## config.mk

```make
export PLATFORM = sky130hd
export DESIGN_NAME = alarm_enable_lane_polarity_regs
export DESIGN_NICKNAME = d
export VERILOG_FILES = /design/src/hdl/alarm_regs_pkg.sv /design/src/hdl/alarm_enable_lane_polarity_regs.sv
export SDC_FILE = /design/constraint.sdc
export NUM_CORES = 1
export LEC_CHECK = 0
export ABC_AREA = 1
export ABC_CLOCK_PERIOD_IN_PS = 2800
export BUFFER_PORTS_ARGS = -buffer_cell sky130_fd_sc_hd__buf_2
export CAP_MARGIN = 0
export CORE_ASPECT_RATIO = 0.7
export CORE_MARGIN = 5
export CORE_UTILIZATION = 54
export CTS_BUF_LIST = sky130_fd_sc_hd__clkbuf_8 sky130_fd_sc_hd__clkbuf_16
export CTS_CLUSTER_DIAMETER = 30
export DETAILED_ROUTE_END_ITERATION = 10
export GPL_ROUTABILITY_DRIVEN = 0
export PLACE_DENSITY = 0.78
export SETUP_SLACK_MARGIN = 0.4
export SLEW_MARGIN = 15
export SYNTH_ARGS = -nofsm -noshare
export SYNTH_HDL_FRONTEND = slang
export SYNTH_SLANG_ARGS = --single-unit
export TNS_END_PERCENT = 1
```

## constraint.sdc

```tcl
create_clock -name CORE_CLK_IN -period 2.8 [get_ports CORE_CLK_IN]
set_clock_uncertainty 0.05 [all_clocks]
set_input_delay 0.56 -clock CORE_CLK_IN [delete_from_list [all_inputs] [get_ports CORE_CLK_IN]]
set_output_delay 0.56 -clock CORE_CLK_IN [all_outputs]
set_load 0.01 [all_outputs]
```

## src/hdl/alarm_regs_pkg.sv

```systemverilog
package alarm_regs_pkg;
    // register indices; byte address is four times the index
    localparam logic [5:0] IDX_CSI_EN = 6'h1c;
    localparam logic [5:0] IDX_SENS_EN = 6'h1d;
    localparam logic [5:0] IDX_BC_EN = 6'h1e;
    localparam logic [5:0] IDX_RSVD_1F = 6'h1f;
    localparam logic [5:0] IDX_POL_SEL = 6'h20;
    localparam logic [5:0] IDX_LP_POL = 6'h21;
    localparam logic [5:0] IDX_HS_DBG = 6'h22;
    localparam logic [5:0] IDX_LP_DBG = 6'h23;
    localparam logic [5:0] IDX_TERM = 6'h24;
    localparam logic [5:0] IDX_RSVD_25 = 6'h25;
    localparam logic [5:0] IDX_INT_STAT = 6'h26;
    localparam logic [5:0] IDX_INT_MASK = 6'h27;
    localparam logic [5:0] IDX_THRESH = 6'h28;
    localparam logic [5:0] IDX_SENS_STAT = 6'h29;
    // reset values
    localparam logic [7:0] RST_CSI_EN = 8'h3f;
    localparam logic [7:0] RST_SENS_EN = 8'h00;
    localparam logic [7:0] RST_BC_EN = 8'h00;
    localparam logic [7:0] RST_RSVD_1F = 8'h00;
    localparam logic [4:0] RST_POL_SEL = 5'h00;
    localparam logic [7:0] RST_LP_POL = 8'h00;
    localparam logic [6:0] RST_DBG = 7'h00;
    localparam logic [7:0] RST_TERM = 8'h00;
    localparam logic [7:0] RST_THRESH = 8'he2;
    // csi alarm bit positions
    localparam int CSI_PHY_CTRL_BIT = 3;
    localparam int CSI_ECC2_BIT = 2;
    localparam int CSI_CHKSUM_BIT = 1;
    localparam int CSI_LENGTH_BIT = 0;
    // sensor alarm bit positions
    localparam int SENS_T_HIGH_BIT = 5;
    localparam int SENS_T_LOW_BIT = 4;
    localparam int SENS_VB_HIGH_BIT = 3;
    localparam int SENS_VB_LOW_BIT = 2;
    localparam int SENS_VA_HIGH_BIT = 1;
    localparam int SENS_VA_LOW_BIT = 0;
    // back-channel alarm bit positions
    localparam int BC_CRC_BIT = 1;
    localparam int BC_LINK_BIT = 0;
    // threshold register fields
    localparam int THR_ENABLE_BIT = 7;
    localparam int THR_HI_MSB = 6;
    localparam int THR_HI_LSB = 4;
    localparam int THR_LO_MSB = 2;
    localparam int THR_LO_LSB = 0;
    // field widths and interrupt status layout
    localparam int CSI_N = 4;
    localparam int SENS_N = 6;
    localparam int BC_N = 2;
    localparam int ALARM_N = 12;
    localparam int STAT_CSI_LO = 0;
    localparam int STAT_SENS_LO = 4;
    localparam int STAT_BC_LO = 10;
    localparam int POL_N = 5;
    localparam int DBG_N = 7;
    localparam int TERM_N = 4;
endpackage

```

## src/hdl/alarm_enable_lane_polarity_regs.sv

```systemverilog
// Implementation choice: the Wishbone slave port.
`timescale 1ns/100ps
`default_nettype none
module alarm_enable_lane_polarity_regs #(
    parameter int ADDR_W = 8,
    parameter int TEMP_W = 3
) (
    // clock and reset
    input wire logic CORE_CLK_IN,
    input wire logic SYS_RST_IN,
    // classic wishbone slave
    input wire logic WB_CYC_IN,
    input wire logic WB_STB_IN,
    input wire logic WB_WE_IN,
    input wire logic [ADDR_W-1:0] WB_ADR_IN,
    input wire logic [3:0] WB_SEL_IN,
    input wire logic [31:0] WB_DAT_IN,
    output logic [31:0] WB_DAT_OUT,
    output logic WB_ACK_OUT,
    // raw alarm sources, same clock, one-cycle pulses
    input wire logic [3:0] CSI_ERR_PULSE_IN,
    input wire logic [1:0] BC_ERR_PULSE_IN,
    // raw sensor sources, asynchronous levels
    input wire logic [TEMP_W-1:0] TEMP_CODE_IN,
    input wire logic [3:0] VOLT_ALARM_IN,
    // alarm reporting
    output logic [11:0] ALARM_OUT,
    output logic IRQ_OUT,
    // lane configuration to the receiver
    output logic [4:0] HS_LANE_INVERT_OUT,
    output logic LP_CLOCK_LANE_INVERT_OUT,
    output logic [3:0] LP_DATA_LANE_INVERT_OUT,
    output logic [6:0] HS_RX_DEBUG_OUT,
    output logic [6:0] LP_RX_DEBUG_OUT,
    output logic [3:0] LANE_TERMINATION_ENABLE_OUT
);

    // register map, one register per word index, byte-wide except 26 and 27, which are 12 bits
    //   1c csi error alarm enables, bits 3:0 gate the four receive errors
    //   1d sensor limit alarm enables, bits 5:0 gate the six limit alarms
    //   1e back-channel alarm enables, bits 1:0, bits 7:2 stored but unused
    //   1f spare read-write byte with no function
    //   20 high-speed lane invert, bits 4:0, bits 7:5 read as zero
    //   21 low-power lane invert, bit 4 clock lane, bits 3:0 data lanes
    //   22 high-speed receive debug, bits 6:0
    //   23 low-power receive debug, bits 6:0
    //   24 termination enables, bits 3:0 drive the lanes, bits 7:4 stored only
    //   25 spare, reads as zero and ignores writes
    //   26 sticky interrupt status, write one to clear
    //   27 interrupt mask, same layout as the status
    //   28 temperature threshold: bit 7 sensor on, bits 6:4 upper, bits 2:0 lower
    //   29 live sensor comparison flags, read only
    // byte address is four times the index; the low two address bits are ignored

    // status, mask and alarm output layout
    //   3:0 receive errors: 3 phy control, 2 header ecc, 1 checksum, 0 length
    //   9:4 sensor limits: 9 temp high, 8 temp low, 7 and 6 sensor b, 5 and 4 sensor a
    //   11:10 back-channel: 11 crc error, 10 link detect

    // known limits
    //   temperature code bits are synchronised one by one, so a code that
    //   changes while sampled may compare wrongly for one cycle
    //   sensor levels raise status only when level and enable both become true
    //   a clear and a new event in the same cycle leave the status bit set
    //   pulse alarms stand one cycle on the alarm output, sensor alarms follow the level
    //   debug registers exist for bring-up; software keeps them at zero otherwise
    //   a write to an unmapped index is acknowledged and dropped
    //   reads of unmapped indices and reserved bits return zero
    //   every request is acknowledged one cycle after it is taken
    //   a strobe still high after the acknowledge starts a new request
    //   unselected byte lanes keep their stored bits on a write
    //   a new threshold applies at once, with no guard against a false edge

    // all state of the block
    typedef struct packed {
        logic [TEMP_W-1:0] temp_meta;
        logic [TEMP_W-1:0] temp_sync;
        logic [3:0] volt_meta;
        logic [3:0] volt_sync;
        logic [7:0] csi_en;
        logic [7:0] sens_en;
        logic [7:0] bc_en;
        logic [7:0] rsvd_1f;
        logic [4:0] pol_sel;
        logic [7:0] lp_pol;
        logic [6:0] hs_dbg;
        logic [6:0] lp_dbg;
        logic [7:0] term;
        logic [7:0] thresh;
        logic [5:0] sens_prev;
        logic [11:0] int_stat;
        logic [11:0] int_mask;
        logic [11:0] alarm;
        logic ack;
        logic [31:0] rdata;
    } state_t;

    state_t q;
    state_t d;

    logic [5:0] idx;
    logic req;
    logic wr;
    logic [31:0] bmask;
    logic [31:0] wdat;
    logic [5:0] sens_lvl;
    logic [5:0] sens_rep;
    logic [3:0] csi_rep;
    logic [1:0] bc_rep;
    logic [11:0] ev_set;
    logic [11:0] ev_clr;
    logic [31:0] rd;

    // register index from the word address
    assign idx = WB_ADR_IN[7:2];

    // a request is taken once, in the cycle before the acknowledge
    assign req = WB_CYC_IN & WB_STB_IN & ~q.ack;
    assign wr = req & WB_WE_IN;

    // byte lane mask built from the select lines
    genvar g;
    generate
        for (g = 0; g < 4; g++) begin : g_lane
            assign bmask[g*8 +: 8] = {8{WB_SEL_IN[g]}};
        end
    endgenerate

    // merged write value: unselected lanes keep the stored bits
    always_comb begin
        wdat = (rd & ~bmask) | (WB_DAT_IN & bmask);
    end

    // local copies of package positions for readability
    localparam int SENS_T_HIGH_BIT = alarm_regs_pkg::SENS_T_HIGH_BIT;
    localparam int SENS_T_LOW_BIT = alarm_regs_pkg::SENS_T_LOW_BIT;
    localparam int SENS_VB_HIGH_BIT = alarm_regs_pkg::SENS_VB_HIGH_BIT;
    localparam int SENS_VB_LOW_BIT = alarm_regs_pkg::SENS_VB_LOW_BIT;
    localparam int SENS_VA_HIGH_BIT = alarm_regs_pkg::SENS_VA_HIGH_BIT;
    localparam int SENS_VA_LOW_BIT = alarm_regs_pkg::SENS_VA_LOW_BIT;

    // live sensor flags; the two temperature comparisons are enabled by the threshold register
    always_comb begin
        sens_lvl = 6'h00;
        sens_lvl[SENS_T_HIGH_BIT] = q.thresh[alarm_regs_pkg::THR_ENABLE_BIT]
            & (q.temp_sync > q.thresh[alarm_regs_pkg::THR_HI_MSB:alarm_regs_pkg::THR_HI_LSB]);
        sens_lvl[SENS_T_LOW_BIT] = q.thresh[alarm_regs_pkg::THR_ENABLE_BIT]
            & (q.temp_sync < q.thresh[alarm_regs_pkg::THR_LO_MSB:alarm_regs_pkg::THR_LO_LSB]);
        sens_lvl[SENS_VB_HIGH_BIT] = q.volt_sync[SENS_VB_HIGH_BIT];
        sens_lvl[SENS_VB_LOW_BIT] = q.volt_sync[SENS_VB_LOW_BIT];
        sens_lvl[SENS_VA_HIGH_BIT] = q.volt_sync[SENS_VA_HIGH_BIT];
        sens_lvl[SENS_VA_LOW_BIT] = q.volt_sync[SENS_VA_LOW_BIT];
    end

    // csi error alarms gated by their enables
    always_comb begin
        csi_rep = 4'h0;
        csi_rep[alarm_regs_pkg::CSI_PHY_CTRL_BIT] = CSI_ERR_PULSE_IN[alarm_regs_pkg::CSI_PHY_CTRL_BIT]
            & q.csi_en[alarm_regs_pkg::CSI_PHY_CTRL_BIT];
        csi_rep[alarm_regs_pkg::CSI_ECC2_BIT] = CSI_ERR_PULSE_IN[alarm_regs_pkg::CSI_ECC2_BIT]
            & q.csi_en[alarm_regs_pkg::CSI_ECC2_BIT];
        csi_rep[alarm_regs_pkg::CSI_CHKSUM_BIT] = CSI_ERR_PULSE_IN[alarm_regs_pkg::CSI_CHKSUM_BIT]
            & q.csi_en[alarm_regs_pkg::CSI_CHKSUM_BIT];
        csi_rep[alarm_regs_pkg::CSI_LENGTH_BIT] = CSI_ERR_PULSE_IN[alarm_regs_pkg::CSI_LENGTH_BIT]
            & q.csi_en[alarm_regs_pkg::CSI_LENGTH_BIT];
    end

    // sensor alarms gated by their enables
    always_comb begin
        sens_rep = 6'h00;
        sens_rep[SENS_T_HIGH_BIT] = sens_lvl[SENS_T_HIGH_BIT] & q.sens_en[SENS_T_HIGH_BIT];
        sens_rep[SENS_T_LOW_BIT] = sens_lvl[SENS_T_LOW_BIT] & q.sens_en[SENS_T_LOW_BIT];
        sens_rep[SENS_VB_HIGH_BIT] = sens_lvl[SENS_VB_HIGH_BIT] & q.sens_en[SENS_VB_HIGH_BIT];
        sens_rep[SENS_VB_LOW_BIT] = sens_lvl[SENS_VB_LOW_BIT] & q.sens_en[SENS_VB_LOW_BIT];
        sens_rep[SENS_VA_HIGH_BIT] = sens_lvl[SENS_VA_HIGH_BIT] & q.sens_en[SENS_VA_HIGH_BIT];
        sens_rep[SENS_VA_LOW_BIT] = sens_lvl[SENS_VA_LOW_BIT] & q.sens_en[SENS_VA_LOW_BIT];
    end

    // back-channel alarms gated by their enables
    always_comb begin
        bc_rep = 2'h0;
        bc_rep[alarm_regs_pkg::BC_CRC_BIT] = BC_ERR_PULSE_IN[alarm_regs_pkg::BC_CRC_BIT]
            & q.bc_en[alarm_regs_pkg::BC_CRC_BIT];
        bc_rep[alarm_regs_pkg::BC_LINK_BIT] = BC_ERR_PULSE_IN[alarm_regs_pkg::BC_LINK_BIT]
            & q.bc_en[alarm_regs_pkg::BC_LINK_BIT];
    end

    // interrupt events: pulses directly, sensor levels on their rising edge
    always_comb begin
        ev_set = 12'h000;
        ev_set[alarm_regs_pkg::STAT_CSI_LO +: alarm_regs_pkg::CSI_N] = csi_rep;
        ev_set[alarm_regs_pkg::STAT_SENS_LO +: alarm_regs_pkg::SENS_N] = sens_rep & ~q.sens_prev;
        ev_set[alarm_regs_pkg::STAT_BC_LO +: alarm_regs_pkg::BC_N] = bc_rep;
    end

    // write-one-to-clear request on the status register
    // only selected lanes count: merging stored bits in would clear every set flag
    assign ev_clr = (wr && idx == alarm_regs_pkg::IDX_INT_STAT) ? (WB_DAT_IN[11:0] & bmask[11:0]) : 12'h000;

    // read multiplexer; unmapped and reserved-read-zero bits give zero
    always_comb begin
        rd = 32'h0000_0000;
        case (idx)
            alarm_regs_pkg::IDX_CSI_EN: begin
                // all eight bits read back, spares included
                rd[7:0] = q.csi_en;
            end
            alarm_regs_pkg::IDX_SENS_EN: begin
                // sensor limit enables
                rd[7:0] = q.sens_en;
            end
            alarm_regs_pkg::IDX_BC_EN: begin
                // back-channel enables, upper bits stored only
                rd[7:0] = q.bc_en;
            end
            alarm_regs_pkg::IDX_RSVD_1F: begin
                // spare byte
                rd[7:0] = q.rsvd_1f;
            end
            alarm_regs_pkg::IDX_POL_SEL: begin
                // high-speed invert, bits 7:5 read as zero
                rd[4:0] = q.pol_sel;
            end
            alarm_regs_pkg::IDX_LP_POL: begin
                // low-power invert
                rd[7:0] = q.lp_pol;
            end
            alarm_regs_pkg::IDX_HS_DBG: begin
                // high-speed debug, bit 7 reads as zero
                rd[6:0] = q.hs_dbg;
            end
            alarm_regs_pkg::IDX_LP_DBG: begin
                // low-power debug, bit 7 reads as zero
                rd[6:0] = q.lp_dbg;
            end
            alarm_regs_pkg::IDX_TERM: begin
                // termination enables with stored upper bits
                rd[7:0] = q.term;
            end
            alarm_regs_pkg::IDX_INT_STAT: begin
                // sticky status
                rd[11:0] = q.int_stat;
            end
            alarm_regs_pkg::IDX_INT_MASK: begin
                // interrupt mask
                rd[11:0] = q.int_mask;
            end
            alarm_regs_pkg::IDX_THRESH: begin
                // temperature threshold
                rd[7:0] = q.thresh;
            end
            alarm_regs_pkg::IDX_SENS_STAT: begin
                // live comparison flags, not sticky
                rd[5:0] = sens_lvl;
            end
            default: begin
                // unmapped indices and the spare at 25 read as zero
                rd = 32'h0000_0000;
            end
        endcase
    end

    // next state
    always_comb begin
        d = q;
        // two-stage synchronisers for the asynchronous sensor inputs
        // only the second stage feeds logic, so metastability stays in the first
        d.temp_meta = TEMP_CODE_IN;
        d.temp_sync = q.temp_meta;
        d.volt_meta = VOLT_ALARM_IN;
        d.volt_sync = q.volt_meta;
        // alarm report and edge history
        d.sens_prev = sens_rep;
        d.alarm = {bc_rep, sens_rep, csi_rep};
        // sticky status: a new event wins over a clear in the same cycle
        d.int_stat = (q.int_stat & ~ev_clr) | ev_set;
        // bus handshake: acknowledge one cycle after the request
        d.ack = req;
        if (req) begin
            d.rdata = rd;
        end
        // register writes
        if (wr) begin
            case (idx)
                alarm_regs_pkg::IDX_CSI_EN: begin
                    // receive error enables
                    d.csi_en = wdat[7:0];
                end
                alarm_regs_pkg::IDX_SENS_EN: begin
                    // sensor limit enables
                    d.sens_en = wdat[7:0];
                end
                alarm_regs_pkg::IDX_BC_EN: begin
                    // back-channel enables
                    d.bc_en = wdat[7:0];
                end
                alarm_regs_pkg::IDX_RSVD_1F: begin
                    // spare byte
                    d.rsvd_1f = wdat[7:0];
                end
                alarm_regs_pkg::IDX_POL_SEL: begin
                    // only the five lane bits are kept
                    d.pol_sel = wdat[4:0];
                end
                alarm_regs_pkg::IDX_LP_POL: begin
                    // low-power invert
                    d.lp_pol = wdat[7:0];
                end
                alarm_regs_pkg::IDX_HS_DBG: begin
                    // high-speed debug
                    d.hs_dbg = wdat[6:0];
                end
                alarm_regs_pkg::IDX_LP_DBG: begin
                    // low-power debug
                    d.lp_dbg = wdat[6:0];
                end
                alarm_regs_pkg::IDX_TERM: begin
                    // termination enables
                    d.term = wdat[7:0];
                end
                alarm_regs_pkg::IDX_INT_MASK: begin
                    // interrupt mask
                    d.int_mask = wdat[11:0];
                end
                alarm_regs_pkg::IDX_THRESH: begin
                    // temperature threshold
                    d.thresh = wdat[7:0];
                end
                default: begin
                    // status clears go through ev_clr; other indices ignore writes
                    d.ack = req;
                end
            endcase
        end
        // synchronous reset to the power-up values
        // it comes last so it overrides any write in the same cycle
        if (SYS_RST_IN) begin
            d = '0;
            d.csi_en = alarm_regs_pkg::RST_CSI_EN;
            d.sens_en = alarm_regs_pkg::RST_SENS_EN;
            d.bc_en = alarm_regs_pkg::RST_BC_EN;
            d.rsvd_1f = alarm_regs_pkg::RST_RSVD_1F;
            d.pol_sel = alarm_regs_pkg::RST_POL_SEL;
            d.lp_pol = alarm_regs_pkg::RST_LP_POL;
            d.hs_dbg = alarm_regs_pkg::RST_DBG;
            d.lp_dbg = alarm_regs_pkg::RST_DBG;
            d.term = alarm_regs_pkg::RST_TERM;
            d.thresh = alarm_regs_pkg::RST_THRESH;
        end
    end

    // state register
    // reset is folded into the next-state logic, so this is a plain register
    always_ff @(posedge CORE_CLK_IN) begin
        q <= d;
    end

    // bus outputs
    assign WB_ACK_OUT = q.ack;
    assign WB_DAT_OUT = q.rdata;

    // alarm and interrupt outputs
    assign ALARM_OUT = q.alarm;
    assign IRQ_OUT = |(q.int_stat & q.int_mask);

    // lane configuration outputs
    assign HS_LANE_INVERT_OUT = q.pol_sel;
    assign LP_CLOCK_LANE_INVERT_OUT = q.lp_pol[4];
    assign LP_DATA_LANE_INVERT_OUT = q.lp_pol[3:0];
    assign HS_RX_DEBUG_OUT = q.hs_dbg;
    assign LP_RX_DEBUG_OUT = q.lp_dbg;
    assign LANE_TERMINATION_ENABLE_OUT = q.term[alarm_regs_pkg::TERM_N-1:0];

endmodule // alarm_enable_lane_polarity_regs
`default_nettype wire

```

==> impl_metrics.yaml <==
clocking:
  cts_tree: "yes"
  numCtsBuffers: 17
  cts_setup_buffers: 0
  clkLatencyLatePin_ns: 0.42
  cts_sinks: 138
  htreeDepth: 4
  cts_hold_repair.buffers: 0
  cts_resized: 0
  root_buffer: "clkbuf_16"
  clk_path_buf_depth: 2
  clk_pin_slew_ns: 0.06
floorplanning:
  core_area_mm2: 0.0131
  io_pins: 136
  fp.dieW_um: 148
  die_h_um: 106
  rows: 35
  initial_core_util_pct: 54.7
  die_area_mm2: 0.0157
synthesis:
  ys_ff_latch: 138
  netlist_area_mm2: 0.00716
  synth_cells: 1111
  synth.distinct_cells: 28
  ys_warn_count: 0
  ys_seq_area_share_pct: 38.6
  syn_avg_cell_area_um2: 6.45
sta:
  slew_violations: 0
  finalSetupViolations: 0
  fmax_mhz: 464
  period_share_pct: 76.9
  max_slew.worst_pin.slew_ns: 0.744
  rsz0062_at_grt: "false"
  min_period_ns: 2.15
  slew_headroom_pct: 50.3
  fin_tns_setup_ns: 0
  hold_viol: 0
power_and_ir_drop:
  power_density_mw_per_mm2: 580
  comb_power_share_pct: 5.8
  sequentialPowerShare_pct: 43.4
  p_sw_w: 0.00111
  leakage_nw: 4.21
  intPower_w: 0.00352
  ir_drop_mv: 0.459
  p_sw_share_pct: 24.0
  clkPwrFrac_pct: 50.8
global_route:
  grt.overflow.total: 0
  grt_pass1_vias: 6096
  grt.total_usage_pct: 26.1
  antenna_found_initial: 0
  grt_pass1_wl_mm: 32.2
  grt_max_degree: 43
route:
  antenna_left: 0
  first_iter_violations: 864
  avgViaCountPerCell: 5.24
  met1_length_mm: 8.83
  vias: 6965
  routedWlPerCell_um: 15.5
  dr.pass1.iters: 5
  route.detailed.drc: 0
  drt-total-wl_mm: 20.6
  wl_met2_mm: 8.90
  top_layer: "met4"
  wl_met3_mm: 2.41
finish:
  nNetsFinal: 1217
  design_area_mm2: 0.00799
  final_cell_mix: "nand2_1 (233), nor2_1 (214), nand3_1 (145)"
  drive_gt1_share_pct: 14.8
  final_util_pct: 61.1
  synthToLayoutAreaGrowth_pct: 11.6
  final_common_cell: "nand2_1"
  diodes: 0
  fill_cells: 1177
critical_path:
  crit_chain: "buf_2 -> inv_1 -> nand2_2 -> nor2_1 -> buf_4 -> nand2_1 -> nor2_2 -> inv_1 -> a21oi_1 -> nand2_1 -> inv_1"
  rrSetupSlack_ns: 0.74
  critPathKind: "input pin to flop"
  critPathMaxStageDelay_ns: 0.48
  crit_fanout: 15
  required_ns: 3.11
  cp.arrival_ns: 2.47
  slowest_stage: "nor2_2"
  start_kind: "input pin"
  endpoint_kind: "flop"
  crit_path_frequent_cell: "inv_1"
  path_delay_family: "simple AND/OR/NAND/NOR gates"
  path_buf_inv: 5
outcome:
  status: "completed"
place:
  dpl_cell_area_mm2: 0.00738
  portBuffers: 91
  dp_hpwl_mm: 14.7
job:
  max-cap-violations: 0
min_path:
  hold_path_class: "input pin to flop"
## power groups by stage
stage,logic [W],registers [W],clock network (W)
6_report,0.000268,0.00201,0.00236
5_1_grt,0.000293,0.00201,0.00247
4_1_cts,0.000263,0.00201,0.00237
3_5_place_dp,0.000261,0.00205,0
3_3_place_gp,0.000258,0.00205,0
2_1_floorplan,0.000197,0.00205,0
## cell families after synthesis
kind of cell | after synthesis | share of synthesized area, %
flops | 138 | 38.6
compound gates | 86 | 6.54
simple gates | 614 | 35.6
buf+inv | 267 | 18.4
fa+ha+maj | 5 | 0.874
other cells | 1 | 0.0524
## final timing paths
kind / start / endpoint / cells past startpoint
setup / recovery: WB_ADR_IN[6] / q[89]$_SDFFE_PP0P_ / 11
hold reg to reg: q[156]$_SDFF_PP0_ / q[152]$_SDFF_PP0_ / 2
setup reg to reg: q[81]$_SDFFE_PP1P_ / q[147]$_SDFFE_PP1P_ / 12
hold / removal: VOLT_ALARM_IN[3] / q[157]$_SDFF_PP0_ / 3
## cell usage after synthesis
cell / instances / area share, %
nand3_2: 1 / 0.14
a21oi_1: 32 / 2.2
nor2_4: 1 / 0.16
nor3_1: 3 / 0.21
o22ai_1: 3 / 0.26
buf_4: 80 / 8.4
nor2_1: 214 / 11
clkinv_1: 3 / 0.16
nand2_2: 4 / 0.35
or2_2: 4 / 0.35
ha_1: 5 / 0.87
nor2_2: 8 / 0.70
inv_2: 5 / 0.26
inv_1: 144 / 7.5
o21ai_1: 3 / 0.21
buf_2: 12 / 0.84
nand2_1: 233 / 12
a22o_1: 3 / 0.37
conb_1: 1 / 0.052
a31oi_1: 6 / 0.52
clkbuf_1: 22 / 1.2
o21ai_2: 1 / 0.12
a221oi_1: 3 / 0.37
dfxtp_1: 138 / 39
o21ai_0: 35 / 2.4
buf_1: 1 / 0.052
nand3_1: 145 / 10
nand4_1: 1 / 0.087
## worst register-to-register path: stages (launching register included)
cell and delay (ns):
dfxtp_1 0.36, inv_1 0.06, ha_1 0.32, a21oi_1 0.15
o21ai_0 0.09, nand2_1 0.10, nor2_1 0.07, nor2_1 0.10
nand3_1 0.15, nand2_2 0.24, nand2_1 0.13, nand2_1 0.08
nand2_1 0.06
## per-layer routing
| layer | up-vias | global-route usage (%) |
|---|---|---|
| li1 | 3420 | - |
| met1 | 3134 | 36.5 |
| met2 | 372 | 39.5 |
| met3 | 39 | 6.31 |
| met4 | 0 | 8.98 |
| met5 | - | 0 |
## flip-flops by register name, indices dropped and copies added, names as in the netlist
| name | count |
|---|---|
| ALARM_OUT | 7 |
| HS_LANE_INVERT_OUT | 5 |
| HS_RX_DEBUG_OUT | 7 |
| WB_ACK_OUT | 1 |
| LP_DATA_LANE_INVERT_OUT | 4 |
| LANE_TERMINATION_ENABLE_OUT | 4 |
| LP_CLOCK_LANE_INVERT_OUT | 1 |
| LP_RX_DEBUG_OUT | 7 |
| WB_DAT_OUT | 12 |
| q | 90 |
## area by class of cell
cell class | instances | area (um2) | share of cell area [%]
inverters | 152 | 571 | 7.14
repair buffers | 116 | 683 | 8.55
clock inverters | 13 | 165 | 2.07
flip-flops and latches | 138 | 2760 | 34.6
well taps | 166 | 208 | 2.60
multi-input cells | 725 | 3150 | 39.4
clock buffers | 19 | 453 | 5.67
## stage by stage
stage          hold slack (ns)  std cells  setup WS [ns]  power, W
5_1_grt                  0.299       1329          0.417   0.00477
4_1_cts                  0.287       1329          0.692   0.00464
6_report                 0.292       1329          0.646   0.00463
3_5_place_dp             0.347       1297          0.317   0.00232
3_3_place_gp             0.339       1297          0.356   0.00231
2_1_floorplan            0.338       1130          0.913   0.00224
Note: power is estimated with default switching activity, not from simulation.
